$ cat src/mgo_pkg.sv
`default_nettype none
package mgo_pkg;
	localparam int unsigned DATA_W = 8;
	localparam int unsigned XADDR_W = 16;
	localparam int unsigned SADDR_W = 8;
	localparam int unsigned NUM_GROUPS = 3;
	// memory-mapped control register offsets
	localparam logic [15:0] OFF_GRP_I_DIR = 16'h7FA6;
	localparam logic [15:0] OFF_GRP_I_LVL = 16'h7FA7;
	localparam logic [15:0] OFF_GRP_I_OUT = 16'h7FA8;
	localparam logic [15:0] OFF_OWNER_SEL = 16'h7FA9;
	localparam logic [15:0] OFF_GRP_H_BUF = 16'h7FAA;
	localparam logic [15:0] OFF_GRP_I_BUF = 16'h7FAB;
	localparam logic [15:0] OFF_MISC_BUF = 16'h7FAC;
	localparam logic [15:0] OFF_PORT_J_DIR = 16'h7FAD;
	localparam logic [15:0] OFF_PORT_K_DIR = 16'h7FAE;
	// special-function register addresses
	localparam logic [7:0] SFR_PORT_J = 8'h80;
	localparam logic [7:0] SFR_PORT_K = 8'h90;
	// writable field masks and reset values
	localparam logic [7:0] OWNER_SEL_MASK = 8'h07;
	localparam logic [7:0] MISC_BUF_MASK = 8'h03;
	localparam logic [7:0] REG_RESET = 8'h00;
	// owner select and misc buffer field positions
	localparam int unsigned OWN_BIT_G = 0;
	localparam int unsigned OWN_BIT_H = 1;
	localparam int unsigned OWN_BIT_I = 2;
	localparam int unsigned MISC_BIT_AUX_ZERO = 0;
	localparam int unsigned MISC_BIT_AUX_PIN7 = 1;
	typedef enum logic [1:0] {SFR_OP_WRITE, SFR_OP_SET_BIT, SFR_OP_CLR_BIT, SFR_OP_NONE} mgo_sfr_op_t;
endpackage
`default_nettype wire

$ cat src/mgo_pin_drive.sv
`timescale 1ns/1ps
`default_nettype none
// registered pin driver: selects owner, applies buffer type
module mgo_pin_drive #(
	parameter int unsigned WIDTH = 8
) (
	input wire logic clk,
	input wire logic rst_b,
	input wire logic hostOwn,
	input wire logic [WIDTH-1:0] mcuDir,
	input wire logic [WIDTH-1:0] mcuOut,
	input wire logic [WIDTH-1:0] hostDir,
	input wire logic [WIDTH-1:0] hostOut,
	input wire logic [WIDTH-1:0] openDrain,
	output logic [WIDTH-1:0] pinOut,
	output logic [WIDTH-1:0] pinOe
);
	import mgo_pkg::*;
	if (WIDTH < 1) begin : g_bad_width
		$error("mgo_pin_drive: WIDTH must be at least 1");
	end
	genvar gi;
	generate
		for (gi = 0; gi < WIDTH; gi++) begin : g_bit
			logic selDir;
			logic selOut;
			assign selDir = hostOwn ? hostDir[gi] : mcuDir[gi];
			assign selOut = hostOwn ? hostOut[gi] : mcuOut[gi];
			// open-drain drives only low; push-pull drives both levels
			always_ff @(posedge clk or negedge rst_b) begin
				if (!rst_b) begin
					pinOut[gi] <= 1'b0;
					pinOe[gi] <= 1'b0;
				end else begin
					pinOut[gi] <= selOut;
					pinOe[gi] <= selDir & (~openDrain[gi] | ~selOut);
				end
			end
		end
	endgenerate
endmodule
`default_nettype wire

$ cat src/mgo_gpio_groups.sv
`timescale 1ns/1ps
`default_nettype none
// Functional notes
// Group I has eight pins; register bit n drives pin n.
// Group I direction register: one is output; resets to zero.
// Group I level register is read-only and returns live pin levels.
// Group I output latch holds driven levels; resets to zero.
// Owner bits 0..2 map to groups G, H, I; bits 3..7 read zero.
// Owner bit one hands that group's pins to host settings.
// Owner bit zero gives microcontroller control; all owned at reset.
// Register access from both sides is unaffected by owner bits.
// Firmware sets owner bit before host enables its pin device; the test raises hostActive before it writes the owner bits.
// Groups H and I buffer bits: one open-drain, zero push-pull.
// Misc buffer register bits 0,1 pick pin buffer type; rest read zero.
// Two bit-addressable ports serve pins thirty-x and forty-x.
// Bit set and clear instructions address register address plus bit.
// Port write updates latch; reads of input bits return pins.
// Two direction registers control the two bit-addressable ports.
// Port direction registers memory-mapped, reset zero, one means output.
// All writable registers return to defaults on standby reset.
module mgo_gpio_groups #(
	parameter int unsigned PIN_W = mgo_pkg::DATA_W
) (
	input wire logic clk,
	input wire logic rst_b,
	input wire logic xWrEn,
	input wire logic xRdEn,
	input wire logic [mgo_pkg::XADDR_W-1:0] xAddr,
	input wire logic [PIN_W-1:0] xWrData,
	output logic [PIN_W-1:0] xRdData,
	input wire logic sfrWrEn,
	input wire logic sfrBitWrEn,
	input wire logic sfrRdEn,
	input wire logic [mgo_pkg::SADDR_W-1:0] sfrAddr,
	input wire logic [PIN_W-1:0] sfrWrData,
	input wire logic sfrBitVal,
	output logic [PIN_W-1:0] sfrRdData,
	input wire logic [PIN_W-1:0] hostDirG,
	input wire logic [PIN_W-1:0] hostOutG,
	input wire logic [PIN_W-1:0] hostDirH,
	input wire logic [PIN_W-1:0] hostOutH,
	input wire logic [PIN_W-1:0] hostDirI,
	input wire logic [PIN_W-1:0] hostOutI,
	input wire logic [PIN_W-1:0] mcuDirG,
	input wire logic [PIN_W-1:0] mcuOutG,
	input wire logic [PIN_W-1:0] mcuDirH,
	input wire logic [PIN_W-1:0] mcuOutH,
	output logic [2:0] groupOwnerBit,
	output logic [PIN_W-1:0] sharedHostPinGOut,
	output logic [PIN_W-1:0] sharedHostPinGOe,
	output logic [PIN_W-1:0] sharedHostPinHOut,
	output logic [PIN_W-1:0] sharedHostPinHOe,
	input wire logic [PIN_W-1:0] sharedHostPinIIn,
	output logic [PIN_W-1:0] sharedHostPinIOut,
	output logic [PIN_W-1:0] sharedHostPinIOe,
	input wire logic auxOutputZeroLevel,
	input wire logic auxPinSevenLevel,
	input wire logic auxPinSevenDir,
	output logic auxOutputZeroOut,
	output logic auxOutputZeroOe,
	output logic auxPinSevenOut,
	output logic auxPinSevenOe,
	input wire logic [PIN_W-1:0] bitPortPinJIn,
	output logic [PIN_W-1:0] bitPortPinJOut,
	output logic [PIN_W-1:0] bitPortPinJOe,
	input wire logic [PIN_W-1:0] bitPortPinKIn,
	output logic [PIN_W-1:0] bitPortPinKOut,
	output logic [PIN_W-1:0] bitPortPinKOe
);
	import mgo_pkg::*;
	if (PIN_W != DATA_W) begin : g_bad_width
		$error("mgo_gpio_groups: PIN_W must equal DATA_W");
	end

	logic [PIN_W-1:0] groupIDirection;
	logic [PIN_W-1:0] groupIOutputLatch;
	logic [PIN_W-1:0] groupHBufferType;
	logic [PIN_W-1:0] groupIBufferType;
	logic [1:0] miscPinBufferType;
	logic [PIN_W-1:0] portJData;
	logic [PIN_W-1:0] portKData;
	logic [PIN_W-1:0] portJDirection;
	logic [PIN_W-1:0] portKDirection;
	logic [PIN_W-1:0] next_xRdData;
	logic [PIN_W-1:0] next_sfrRdData;
	mgo_sfr_op_t sfrOp;
	logic [2:0] sfrBitIdx;

	function automatic logic xHit(input logic [XADDR_W-1:0] a, input logic [15:0] off);
		return a == off;
	endfunction

	// which port a byte or bit address falls in; bit address = base + index
	function automatic logic sfrHit(input logic [SADDR_W-1:0] a, input logic [7:0] base,
		input logic isBit);
		return isBit ? (a[7:3] == base[7:3]) : (a == base);
	endfunction

	// byte write or bit set/clear update of a port latch
	function automatic logic [7:0] portUpdate(input logic [7:0] cur, input mgo_sfr_op_t op,
		input logic [2:0] idx, input logic [7:0] wd);
		logic [7:0] r;
		r = cur;
		case (op)
			SFR_OP_WRITE: r = wd;
			SFR_OP_SET_BIT: r[idx] = 1'b1;
			SFR_OP_CLR_BIT: r[idx] = 1'b0;
			default: r = cur;
		endcase
		return r;
	endfunction

	// read value: output latch where driven, pin level where input
	function automatic logic [7:0] portRead(input logic [7:0] lat, input logic [7:0] dir,
		input logic [7:0] pins);
		return (lat & dir) | (pins & ~dir);
	endfunction

	assign sfrBitIdx = sfrAddr[2:0];
	always_comb begin
		if (sfrWrEn) begin
			sfrOp = SFR_OP_WRITE;
		end else if (sfrBitWrEn) begin
			sfrOp = sfrBitVal ? SFR_OP_SET_BIT : SFR_OP_CLR_BIT;
		end else begin
			sfrOp = SFR_OP_NONE;
		end
	end

	// memory-mapped registers, all default to zero
	always_ff @(posedge clk or negedge rst_b) begin
		if (!rst_b) begin
			groupIDirection <= REG_RESET;
			groupIOutputLatch <= REG_RESET;
		end else if (xWrEn) begin
			if (xHit(xAddr, OFF_GRP_I_DIR)) groupIDirection <= xWrData;
			if (xHit(xAddr, OFF_GRP_I_OUT)) groupIOutputLatch <= xWrData;
		end
	end

	always_ff @(posedge clk or negedge rst_b) begin
		if (!rst_b) begin
			groupOwnerBit <= 3'h0;
		end else if (xWrEn && xHit(xAddr, OFF_OWNER_SEL)) begin
			groupOwnerBit <= xWrData[2:0];
		end
	end

	always_ff @(posedge clk or negedge rst_b) begin
		if (!rst_b) begin
			groupHBufferType <= REG_RESET;
			groupIBufferType <= REG_RESET;
			miscPinBufferType <= 2'h0;
		end else if (xWrEn) begin
			if (xHit(xAddr, OFF_GRP_H_BUF)) groupHBufferType <= xWrData;
			if (xHit(xAddr, OFF_GRP_I_BUF)) groupIBufferType <= xWrData;
			if (xHit(xAddr, OFF_MISC_BUF)) miscPinBufferType <= xWrData[1:0];
		end
	end

	always_ff @(posedge clk or negedge rst_b) begin
		if (!rst_b) begin
			portJDirection <= REG_RESET;
			portKDirection <= REG_RESET;
		end else if (xWrEn) begin
			if (xHit(xAddr, OFF_PORT_J_DIR)) portJDirection <= xWrData;
			if (xHit(xAddr, OFF_PORT_K_DIR)) portKDirection <= xWrData;
		end
	end

	// bit-addressable port latches
	always_ff @(posedge clk or negedge rst_b) begin
		if (!rst_b) begin
			portJData <= REG_RESET;
			portKData <= REG_RESET;
		end else begin
			if (sfrHit(sfrAddr, SFR_PORT_J, sfrBitWrEn && !sfrWrEn)) begin
				portJData <= portUpdate(portJData, sfrOp, sfrBitIdx, sfrWrData);
			end
			if (sfrHit(sfrAddr, SFR_PORT_K, sfrBitWrEn && !sfrWrEn)) begin
				portKData <= portUpdate(portKData, sfrOp, sfrBitIdx, sfrWrData);
			end
		end
	end

	// reads are independent of ownership
	always_comb begin
		next_xRdData = '0;
		case (xAddr)
			OFF_GRP_I_DIR: next_xRdData = groupIDirection;
			OFF_GRP_I_LVL: next_xRdData = sharedHostPinIIn;
			OFF_GRP_I_OUT: next_xRdData = groupIOutputLatch;
			OFF_OWNER_SEL: next_xRdData = {5'h00, groupOwnerBit};
			OFF_GRP_H_BUF: next_xRdData = groupHBufferType;
			OFF_GRP_I_BUF: next_xRdData = groupIBufferType;
			OFF_MISC_BUF: next_xRdData = {6'h00, miscPinBufferType};
			OFF_PORT_J_DIR: next_xRdData = portJDirection;
			OFF_PORT_K_DIR: next_xRdData = portKDirection;
			default: next_xRdData = '0;
		endcase
	end

	always_comb begin
		next_sfrRdData = '0;
		if (sfrAddr == SFR_PORT_J) begin
			next_sfrRdData = portRead(portJData, portJDirection, bitPortPinJIn);
		end else if (sfrAddr == SFR_PORT_K) begin
			next_sfrRdData = portRead(portKData, portKDirection, bitPortPinKIn);
		end
	end

	always_ff @(posedge clk or negedge rst_b) begin
		if (!rst_b) begin
			xRdData <= '0;
			sfrRdData <= '0;
		end else begin
			if (xRdEn) xRdData <= next_xRdData;
			if (sfrRdEn) sfrRdData <= next_sfrRdData;
		end
	end

	// group pin drivers; group G has no buffer-type control
	mgo_pin_drive #(.WIDTH(PIN_W)) u_drive_g (
		.clk(clk),
		.rst_b(rst_b),
		.hostOwn(groupOwnerBit[OWN_BIT_G]),
		.mcuDir(mcuDirG),
		.mcuOut(mcuOutG),
		.hostDir(hostDirG),
		.hostOut(hostOutG),
		.openDrain('0),
		.pinOut(sharedHostPinGOut),
		.pinOe(sharedHostPinGOe)
	);
	mgo_pin_drive #(.WIDTH(PIN_W)) u_drive_h (
		.clk(clk),
		.rst_b(rst_b),
		.hostOwn(groupOwnerBit[OWN_BIT_H]),
		.mcuDir(mcuDirH),
		.mcuOut(mcuOutH),
		.hostDir(hostDirH),
		.hostOut(hostOutH),
		.openDrain(groupHBufferType),
		.pinOut(sharedHostPinHOut),
		.pinOe(sharedHostPinHOe)
	);
	mgo_pin_drive #(.WIDTH(PIN_W)) u_drive_i (
		.clk(clk),
		.rst_b(rst_b),
		.hostOwn(groupOwnerBit[OWN_BIT_I]),
		.mcuDir(groupIDirection),
		.mcuOut(groupIOutputLatch),
		.hostDir(hostDirI),
		.hostOut(hostOutI),
		.openDrain(groupIBufferType),
		.pinOut(sharedHostPinIOut),
		.pinOe(sharedHostPinIOe)
	);
	mgo_pin_drive #(.WIDTH(PIN_W)) u_drive_j (
		.clk(clk),
		.rst_b(rst_b),
		.hostOwn(1'b0),
		.mcuDir(portJDirection),
		.mcuOut(portJData),
		.hostDir('0),
		.hostOut('0),
		.openDrain('0),
		.pinOut(bitPortPinJOut),
		.pinOe(bitPortPinJOe)
	);
	mgo_pin_drive #(.WIDTH(PIN_W)) u_drive_k (
		.clk(clk),
		.rst_b(rst_b),
		.hostOwn(1'b0),
		.mcuDir(portKDirection),
		.mcuOut(portKData),
		.hostDir('0),
		.hostOut('0),
		.openDrain('0),
		.pinOut(bitPortPinKOut),
		.pinOe(bitPortPinKOe)
	);
	// aux pins: level from core logic, buffer type from misc register
	mgo_pin_drive #(.WIDTH(2)) u_drive_aux (
		.clk(clk),
		.rst_b(rst_b),
		.hostOwn(1'b0),
		.mcuDir({auxPinSevenDir, 1'b1}),
		.mcuOut({auxPinSevenLevel, auxOutputZeroLevel}),
		.hostDir('0),
		.hostOut('0),
		.openDrain(miscPinBufferType),
		.pinOut({auxPinSevenOut, auxOutputZeroOut}),
		.pinOe({auxPinSevenOe, auxOutputZeroOe})
	);

	a_owner_reserved_zero: assert property (@(posedge clk) disable iff (!rst_b)
		xRdEn && xAddr == OFF_OWNER_SEL |=> xRdData[7:3] == 5'h00)
		else $error("owner select reserved bits not zero");
	a_owner_write_takes: assert property (@(posedge clk) disable iff (!rst_b)
		xWrEn && xAddr == OFF_OWNER_SEL |=> groupOwnerBit == $past(xWrData[2:0]))
		else $error("owner select write lost");
	a_host_drives_i: assert property (@(posedge clk) disable iff (!rst_b)
		groupOwnerBit[OWN_BIT_I] && $stable(groupOwnerBit) && !groupIBufferType[0]
		|=> sharedHostPinIOe[0] == $past(hostDirI[0]))
		else $error("host ownership not applied to group I");
	a_mcu_drives_i: assert property (@(posedge clk) disable iff (!rst_b)
		!groupOwnerBit[OWN_BIT_I] && !groupIBufferType[3]
		|=> sharedHostPinIOut[3] == $past(groupIOutputLatch[3])
		&& sharedHostPinIOe[3] == $past(groupIDirection[3]))
		else $error("microcontroller control of group I wrong");
	a_level_read_live: assert property (@(posedge clk) disable iff (!rst_b)
		xRdEn && xAddr == OFF_GRP_I_LVL |=> xRdData == $past(sharedHostPinIIn))
		else $error("group I level read wrong");
	a_dir_readback: assert property (@(posedge clk) disable iff (!rst_b)
		xWrEn && xAddr == OFF_GRP_I_DIR ##1 !xWrEn
		##1 xRdEn && xAddr == OFF_GRP_I_DIR && !xWrEn
		|=> xRdData == $past(xWrData, 3))
		else $error("group I direction readback wrong");
	a_open_drain_high: assert property (@(posedge clk) disable iff (!rst_b)
		groupHBufferType[2] && (groupOwnerBit[OWN_BIT_H] ? hostOutH[2] : mcuOutH[2])
		|=> !sharedHostPinHOe[2])
		else $error("open-drain pin drove high");
	a_bit_set_port: assert property (@(posedge clk) disable iff (!rst_b)
		sfrBitWrEn && !sfrWrEn && sfrBitVal && sfrAddr == (SFR_PORT_J | 8'h07)
		|=> portJData[7])
		else $error("bit set on port J failed");
	a_bit_clr_port: assert property (@(posedge clk) disable iff (!rst_b)
		sfrBitWrEn && !sfrWrEn && !sfrBitVal && sfrAddr == (SFR_PORT_K | 8'h01)
		|=> !portKData[1] && portKData[0] == $past(portKData[0])
		&& portKData[7:2] == $past(portKData[7:2]))
		else $error("bit clear on port K wrong");
	a_port_read_input: assert property (@(posedge clk) disable iff (!rst_b)
		sfrRdEn && sfrAddr == SFR_PORT_J && !portJDirection[0]
		|=> sfrRdData[0] == $past(bitPortPinJIn[0]))
		else $error("port J input bit read wrong");
	a_misc_reserved: assert property (@(posedge clk) disable iff (!rst_b)
		xRdEn && xAddr == OFF_MISC_BUF |=> xRdData[7:2] == 6'h00)
		else $error("misc buffer reserved bits not zero");

	c_host_takes_i: cover property (@(posedge clk) disable iff (!rst_b)
		!groupOwnerBit[OWN_BIT_I] ##1 groupOwnerBit[OWN_BIT_I]);
	c_bit_set: cover property (@(posedge clk) disable iff (!rst_b)
		sfrBitWrEn && sfrBitVal && sfrAddr[7:3] == SFR_PORT_K[7:3]);
	c_open_drain_low: cover property (@(posedge clk) disable iff (!rst_b)
		groupIBufferType[0] && sharedHostPinIOe[0]);
endmodule
`default_nettype wire

$ cat config.mk
export PLATFORM = sky130hd
export DESIGN_NAME = mgo_gpio_groups
export DESIGN_NICKNAME = d
export VERILOG_FILES = /design/src/mgo_pkg.sv /design/src/mgo_pin_drive.sv /design/src/mgo_gpio_groups.sv
export SDC_FILE = /design/constraint.sdc
export NUM_CORES = 1
export LEC_CHECK = 0
export BUFFER_PORTS_ARGS = -buffer_cell sky130_fd_sc_hd__buf_4
export CAP_MARGIN = 20
export CORE_MARGIN = 3
export CORE_UTILIZATION = 35
export DETAILED_ROUTE_END_ITERATION = 6
export PLACE_DENSITY = 0.61
export SYNTH_ARGS = -nofsm -noshare
export SYNTH_HDL_FRONTEND = slang
export SYNTH_HIERARCHICAL = 1
export SYNTH_SLANG_ARGS = --single-unit
$ cat constraint.sdc
create_clock -name clk -period 1.25 [get_ports clk]
set_input_delay 0.125 -clock clk [delete_from_list [all_inputs] [get_ports clk]]
set_output_delay 0.125 -clock clk [all_outputs]
set_load 0.02 [all_outputs]
* After elaboration in Yosys (flattened, before gate mapping)
Index checks and enable logic that the tools add are counted.
** Cells by class
- Magnitude comparators :: 2
- Reduce and logical (&&, ||, !) cells :: 15
- Equal/unequal tests :: 15
- Muxes and demuxes :: 60
- Bitwise gates (word level) :: 84
** Operators with widths (number)
- $eq 16x15->1 const B :: 9
- $pmux 8 s9 :: 1
- $mux 1 :: 51
- $and 8x8->8 :: 6
- $pmux 8 s3 :: 2
- $not 1->1 :: 36
- $or 8x8->8 :: 4
- $not 8->8 :: 3
- $or 1x1->1 :: 18
- $reduce_and 2->1 :: 9
- $and 1x1->1 :: 17
- $eq 8x8->1 const B :: 2
- $mux 8 :: 2
- $eq 5x5->1 const B :: 2
- $mux 2 :: 3
- $lt 3x4->1 const B :: 1
- $demux 1 s3 :: 1
- $ge 3x1->1 const B :: 1
- $logic_and 1x1->1 :: 3
- $reduce_bool 3->1 :: 1
- $eq 2x1->1 const B :: 1
- $eq 2x2->1 const B :: 1
- $logic_not 2->1 :: 1
- $logic_not 1->1 :: 1
** Storage, ports and cells
- Register bits after elaboration :: 169
- Output and inout bits :: 103
- Word-level logic and storage cells :: 272

* Longest topological paths before layout
Gate-level depths: netlist of run 1.
- Depth in word-level cells :: 7
- Gate-level depth with buffers :: 9

* Cells and area by module
The synthesis of run 1 kept the hierarchy.
** By module, submodules not included
- mgo_gpio_groups :: sequential area each 2127.0 µm², instances 1, area each 4429.2 µm², cells each 400
- mgo_pin_drive at u_drive_g ... :: sequential area each 400.4 µm², instances 5, area each 704.4 µm², cells each 58
- mgo_pin_drive at u_drive_aux :: sequential area each 100.1 µm², instances 1, area each 170.2 µm², cells each 14

* Worst setup path before layout of run 1
No wires, ideal clock.
- Path kind :: input port to flip-flop
- Start point :: input xAddr[6] in the netlist's numbering
- End point :: register xRdData[2]
- Data required time :: 1.163 ns
- Data arrival time :: 1.600 ns
- Setup time :: 0.087 ns
- Stages :: 7
- Path slack :: -0.437 ns
- Path through :: nand4bb_1 > buf_2 > or3_1 > buf_6 > or3_4 > or2_0 > o211ai_1
** Between the ends
- Cells in the longest elaborated chain, start to end :: 2
** RTL lines
- start, declared :: line mgo_gpio_groups.sv:28 : input wire logic [mgo_pkg::XADDR_W-1:0] xAddr,
- $eq 16x15->1 :: line mgo_gpio_groups.sv:189 : case (xAddr)
- $pmux 8 s9 * :: line mgo_gpio_groups.sv:189
- end signal, assigned :: line mgo_gpio_groups.sv:217 : if (xRdEn) xRdData <= next_xRdData;
- end, declared :: line mgo_gpio_groups.sv:30 : output logic [PIN_W-1:0] xRdData,
Mark *: on every way between the ends. The rest lies on a longest branch, timed or not.
A chain may end at the register's enable or synchronous reset.

* Worst setup path after layout of run 1
- Start point :: register groupHBufferType[7]
- End point :: register xRdData[7]
** Between the ends
- Cells in the longest elaborated chain, start to end :: 1
** RTL lines
- start, declared :: line mgo_gpio_groups.sv:77 : logic [PIN_W-1:0] groupHBufferType;
- start signal, assigned :: line mgo_gpio_groups.sv:155 : if (xHit(xAddr, OFF_GRP_H_BUF)) groupHBufferType <= xWrData;
- $pmux 8 s9 :: line mgo_gpio_groups.sv:189
Every way passes these cells.

==> results of run 1 <==
-- metrics by stage --
stage	TNS (ps)	std cells	hold WS, ps	area, um2
floorplan	-17280	823	-170.6	8722
global placement	-34580	1422	-45.47	11510
detailed placement	-33710	1422	-46.91	11510
CTS	-635.0	1532	0.9011	13010
global route	-1478	1534	7.297	13180
finish	-818.4	1534	13.04	13180
-- how the worst max path moves through the flow --
stage,start,endpoint,slack [ps],cells after the start
floorplan,xAddr[6],xRdData[2],-440,7
global placement,xAddr[6],xRdData[2],-550,7
detailed placement,xAddr[6],portKDirection[5],-550,7
CTS,groupHBufferType[7],xRdData[7],-290,5
global route,groupHBufferType[7],xRdData[7],-380,5
finish,groupHBufferType[7],xRdData[7],-310,5
-- cell type report --
cell class / instances / area, um2 / share of cell area, %
Clock buffer: 18 / 429.2 / 3.257
Clock inverter: 14 / 160.2 / 1.215
Inverter: 13 / 48.80 / 0.3703
Multi-Input combinational cell: 607 / 4359 / 33.08
Sequential cell: 169 / 4232 / 32.11
Tap cell: 285 / 356.6 / 2.706
Timing Repair Buffer: 428 / 3592 / 27.26
-- timing repair --
item	CTS	global route
pin swaps	8	12
hold buffers	70	0
setup endpoints to repair	35	76
cloned	2	0
endpoints found under the hold margin	231	0
setup buffers	6	4
resized for setup	27	33
-- placed cells by master (no fill, tap or decap), types with 4 or more instances in the layout --
cell           instances
inv_6                  5
a32o_1                42
clkbuf_16             17
mux2_4                12
nand2_1              102
dfrtp_1              167
buf_4                334
inv_1                 12
nor2_1                 7
a21oi_2               19
dlygate4sd3_1         70
o21ai_0                9
nor3_1                 4
mux2_2                91
mux2i_1               18
a22oi_1                4
a21oi_1               31
buf_12                 8
conb_1               121
o221ai_1               7
and2b_1               20
o21a_1                10
o21ai_1                8
nand3_1                4
a22oi_2                4
buf_6                 11
a222oi_1               4
nor2b_1               24
-- synthesized netlist by cell type (3+ instances only) --
| cell | number | area, um2 |
|---|---|---|
| clkbuf_1 | 9 | 33.78 |
| nor2_1 | 8 | 30.03 |
| nor4b_1 | 3 | 26.28 |
| dfrtp_1 | 169 | 4229 |
| a22oi_1 | 8 | 60.06 |
| nand3_1 | 6 | 30.03 |
| nor2b_1 | 25 | 156.4 |
| buf_2 | 11 | 55.05 |
| a222oi_1 | 4 | 40.04 |
| or3_1 | 3 | 18.77 |
| mux2i_1 | 19 | 190.2 |
| inv_1 | 12 | 45.04 |
| o2bb2ai_1 | 3 | 26.28 |
| a21oi_1 | 50 | 250.2 |
| and2b_1 | 20 | 150.1 |
| ha_1 | 3 | 37.54 |
| o21ai_0 | 17 | 85.08 |
| nand3b_1 | 3 | 22.52 |
| a32o_1 | 42 | 420.4 |
| a211oi_1 | 3 | 22.52 |
| nand2_1 | 102 | 382.9 |
| buf_4 | 5 | 37.54 |
| buf_6 | 6 | 67.56 |
| nand2b_1 | 3 | 18.77 |
| o21a_1 | 10 | 75.07 |
| o221ai_1 | 8 | 70.07 |
| nand4bb_1 | 3 | 33.78 |
| nor3_1 | 6 | 30.03 |
| nor4_1 | 5 | 31.28 |
| mux2_2 | 103 | 1160 |
-- report_power, final --
part | internal, mW | switching (mW)
combinational | 1.15 | 1.13
clock | 2.99 | 2.37
sequential | 5.73 | 0.172
total | 9.87 | 3.67
-- kinds of logic (layout without fill, tap and decap cells) --
logic type	after synthesis	after routing	share of synthesized area, %
AND/OR/NAND/NOR	204	204	13.47
flip-flops	169	169	52.07
AO/OA/AOI/OAI	157	157	14.13
multiplexers	122	122	16.62
buffers and inverters	47	473	3.158
adder cells (fa/ha/maj)	3	3	0.4622
other	2	121	0.09247
-- routing by layer --
layer	vias to the layer above	global-route usage (%)	wire length (um)
met5	-	0	0
met4	0	6.637	552
met3	37	3.833	1589
met2	273	35.51	13300
met1	3494	27.86	11590
li1	3547	-	-
==> results.py, run 1 <==
metrics = {
    "floorplanning": {
        "die_w_um": 158.3,
        "num_rows": 55,
        "die_h_um": 158.3,
        "die_area_mm2": 0.02507,
        "coreArea_mm2": 0.02271,
        "num_io_pins": 258,
        "start_util_pct": 35.76,
    },
    "setup_path": {
        "reg2reg_depth": 5,
        "critPathMaxStageDelay_ps": 390,
        "r2r_slack_ps": -310,
        "path_max_fanout": 2,
        "cp.required_ps": 1560,
        "critPathCaptureType": "flip-flop",
        "crit_path_cell_trace": "mux2_4, a22o_1, a222oi_1, o21a_1, nor3_1",
        "crit_arrival_ps": 1870,
        "critPathSlowestCell": "dfrtp_1",
        "rr_endpoint": "xRdData[7]",
        "critPathKind": "flip-flop to flip-flop",
        "critPathTopFamily": "compound AO/OA/AOI/OAI gates",
        "startpoint_type": "flip-flop",
        "r2r_start": "groupHBufferType[7]",
        "cp_num_buf_inv": 0,
    },
    "finish": {
        "drive_above_1_share_pct": 43.39,
        "area_growth_syn_to_layout_pct": 62.25,
        "diodes": 0,
        "n_fill_cell": 1949,
        "fin_util_pct": 58.03,
        "nNetsFinal": 1394,
    },
    "cts": {
        "cts_buffers": 17,
        "clk_pin_slew_worst_paths_ps": 70,
        "clock-sinks": 169,
        "clkLatencyLatePin_ps": 430,
        "cts_tree": "done",
        "cts-htree-levels": 4,
        "clockRootBuffer": "clkbuf_16",
        "cts_buffer_depth": 2,
    },
    "power": {
        "finalPower_mw": 13.54,
        "p_leak_nw": 6.353,
        "vdd_drop_max_uv": 832.1,
        "power.density_mw_per_mm2": 1028,
    },
    "synth": {
        "ys_warn_count": 6,
        "synth_edf_count": 0,
        "synth_flop_cell": "dfrtp_1",
        "ys_async_sr_fraction_pct": 100.0,
        "syn-cell-area_mm2": 0.008122,
        "synth-seq-cells": 169,
        "ys_seq_area_share_pct": 52.07,
        "syn-instance-count": 704,
        "ys_types": 56,
        "avgSynthCellArea_um2": 11.54,
    },
    "timing": {
        "post-route-min-period_ps": 1557,
        "maxSlewViolCount": 0,
        "hold_viol_final": 0,
        "max-slew-margin-rel_pct": 66.28,
        "clock.fmax_ghz": 0.6423,
        "setup_viol": 8,
        "fin_skew_ps": 8.364,
        "tightest_slew_ps": 498.8,
        "rsz0062_at_grt": "yes",
        "period_share_pct": 124.6,
        "timing.final.ws_setup_ps": -307.0,
    },
    "routing": {
        "drcViolationCount": 0,
        "wl_per_cell_um": 17.62,
        "vias_per_cell": 4.792,
        "dr.first_iter.drc_count": 451,
        "antenna_violating_nets_post_route": 0,
        "via_count": 7351,
        "drt_pass1_iterations": 5,
        "wl_um": 27030,
    },
    "global_routing": {
        "grt_use_total_pct": 21.12,
        "grt_pass1_wl_um": 40370,
        "antenna_found_initial": 0,
        "grt_overflow_total": 0,
        "grt_pass1_vias": 7310,
        "grt_max_degree": 76,
    },
    "run_status": {
        "status": "complete, but fails checks",
        "violations": "setup timing",
    },
    "placed_design": {
        "dpl.hpwl_um": 19680,
        "port_buffers": 257,
        "dp_worst_setup_slack_ps": -547.8,
        "gp_congestion": 0.8561,
    },
    "worst_hold_path": {
        "hp-start": "xWrData[7]",
        "holdPathEnd": "groupIBufferType[7]",
        "holdPathStages": 2,
        "hp-class": "input pin to flip-flop",
    },
    "job": {
        "max-cap-violations": 0,
    },
}
No activity file was read; power rests on OpenSTA's default activity.
==> inputs of run 2 (changes only) <==
- BUFFER_PORTS_ARGS: -buffer_cell sky130_fd_sc_hd__buf_4 -> not set
- DONT_BUFFER_PORTS: not set -> 1
- PLACE_DENSITY: 0.61 -> 0.51
==> run 2 against run 1 <==
Effect of this change:
- the flow finishes with violations (hold timing, setup timing)
- critical path depth did not move
- cell area fell by 15%
- critical endpoint unchanged
- clock power fell by 2%
- total power fell by 7.0%
- sequential power rose by 4.4%
- combinational power fell by 48%
- fmax rose by 4.3%
- worst setup slack improved by 64 ps
- via count fell by 12%
- first-iteration DRC count fell by 20%
==> results.py, run 2 (synthesized netlist as in run 1, its figures left out) <==
metrics = {
    "run_status": {
        "status": "complete, but fails checks",
        "violations": "hold timing, setup timing",
    },
    "setup_path": {
        "crit_arrival_ps": 1790,
        "critPathSlowestCell": "dfrtp_1",
        "critPathMaxStageDelay_ps": 390,
        "critPathKind": "flip-flop to flip-flop",
        "critPathCaptureType": "flip-flop",
        "cp-startpoint": "groupHBufferType[7]",
        "cp_num_buf_inv": 0,
        "r2r_start": "groupHBufferType[7]",
        "cp.required_ps": 1550,
        "path_max_fanout": 2,
        "critPathTopFamily": "compound AO/OA/AOI/OAI gates",
        "crit_path_cell_trace": "mux2_2, a22o_1, a222oi_1, o21a_1, nor3_1",
        "startpoint_type": "flip-flop",
    },
    "floorplanning": {
        "die_h_um": 158.3,
        "coreArea_mm2": 0.02271,
        "num_io_pins": 258,
        "start_util_pct": 35.76,
        "num_rows": 55,
        "die_area_mm2": 0.02507,
        "die_w_um": 158.3,
    },
    "finish": {
        "final_cell_mix": "168 x dfrtp_1, 121 x conb_1, 102 x nand2_1",
        "seq_area_mm2": 0.004230,
        "drive_above_1_share_pct": 25.82,
        "fin_cells": 1290,
        "n_fill_cell": 2075,
        "mostFrequentLayoutCell": "dfrtp_1",
        "design_area_mm2": 0.01121,
        "area_growth_syn_to_layout_pct": 38.07,
        "nNetsFinal": 1148,
        "multi_input_area_mm2": 0.004304,
    },
    "global_routing": {
        "grt_pass1_wl_um": 36620,
        "antenna_found_initial": 1,
        "grt_overflow_total": 0,
        "grt_pass1_vias": 6665,
        "grt_max_degree": 170,
        "grt_use_total_pct": 19.31,
    },
    "routing": {
        "dr.first_iter.drc_count": 360,
        "wl_met3_um": 1987,
        "dr_wl_met2_um": 12630,
        "wl_um": 25080,
        "via_count": 6495,
        "antenna_violating_nets_post_route": 0,
        "wl_per_cell_um": 19.44,
        "drcViolationCount": 0,
        "vias_per_cell": 5.035,
        "maxUsedRoutingLayer": "met4",
        "drt_pass1_iterations": 5,
        "drt-met1-wl_um": 9859,
    },
    "power": {
        "vdd_drop_max_uv": 657.7,
        "power.density_mw_per_mm2": 1124,
        "finalPower_mw": 12.60,
        "p_leak_nw": 5.105,
    },
    "placed_design": {
        "placed_area_mm2": 0.009444,
        "gp_congestion": 0.8626,
        "dpl.hpwl_um": 18010,
        "dp.cells": 1152,
        "port_buffers": 0,
    },
    "timing": {
        "timing.final.ws_setup_ps": -243.5,
        "tightest_slew_ps": 579.9,
        "period_share_pct": 119.5,
        "clock.fmax_ghz": 0.6696,
        "setup_viol": 4,
        "hold_viol_final": 169,
        "maxSlewViolCount": 0,
        "post-route-min-period_ps": 1493,
        "rsz0062_at_grt": "yes",
        "fin_skew_ps": 9.761,
        "max-slew-margin-rel_pct": 61.34,
        "fin_tns_setup_ps": -432.8,
        "holdWs_ps": -602.2,
    },
    "cts": {
        "clk_pin_slew_worst_paths_ps": 70,
        "cts_buffers": 17,
        "clkLatencyLatePin_ps": 430,
        "cts_buffer_depth": 2,
        "cts-htree-levels": 4,
        "ctsHoldBuffers": 102,
        "clockRootBuffer": "clkbuf_16",
        "clock-sinks": 169,
        "cts_tree": "done",
    },
    "worst_hold_path": {
        "hp-class": "input pin to asynchronous set/reset pin",
    },
    "job": {
        "max-cap-violations": 0,
    },
}
[run 2: cell count changes in the layout (fill, tap and decap cells not counted), sizes merged]
cell	delta
dlymetal6s4s	+2
bufinv	-1
clkinvlp	-3
clkinv	+3
dlygate4sd3	+30
buf	-278
diode	+2
clkbuf	+1
[run 2: per-stage QoR]
stage	setup WS (ps)	util (%)	hold slack, ps
floorplan	-437.0	-	-170.6
global placement	-562.5	41.59	-164.7
detailed placement	-587.6	41.59	-163.7
CTS	-264.8	48.86	-623.6
global route	-322.1	49.37	-633.0
finish	-243.5	49.38	-602.2
[run 2: final cells by class]
cell class | instances | share of cell area, %
antenna | 2 | 0.04463
clock buffer | 19 | 4.039
clock inverter | 13 | 1.172
inverter | 13 | 0.4352
multi-input combinational | 607 | 38.38
sequential | 169 | 37.73
tap | 285 | 3.180
timing repair buffer | 182 | 15.02
[run 2: report_power, final]
part	internal, mW	switching (mW)	leakage, nW
logic	0.640	0.535	2.59
clock network	2.90	2.36	0.290
registers	5.73	0.436	2.22
total	9.27	3.33	5.11
[run 2: path summary, 6_finish.rpt]
path,endpoint,slack [ps],depth (start not counted)
setup / recovery,xRdData[7],-240,5
hold / removal,u_drive_i/pinOe[1],-600,0
setup reg to reg,xRdData[7],-240,5
hold reg to reg,groupIDirection[4],540,1
max in group asynchronous,portJDirection[5],1620,0
min in group clk,xRdData[3],10,3
[run 2: timing repair]
item                                    in CTS  in global routing
hold endpoints to repair                   302                169
buffers inserted                             1                  1
endpoints found under the setup margin      23                 43
gates resized for setup                      9                 18
pin swaps                                    7                  6
[run 2: metal layers]
layer / GRT usage [%] / vias up
met2: 32.55 / 211
met4: 7.374 / 0
li1: - / 3041
met1: 22.55 / 3214
met3: 7.013 / 29
met5: 0 / -
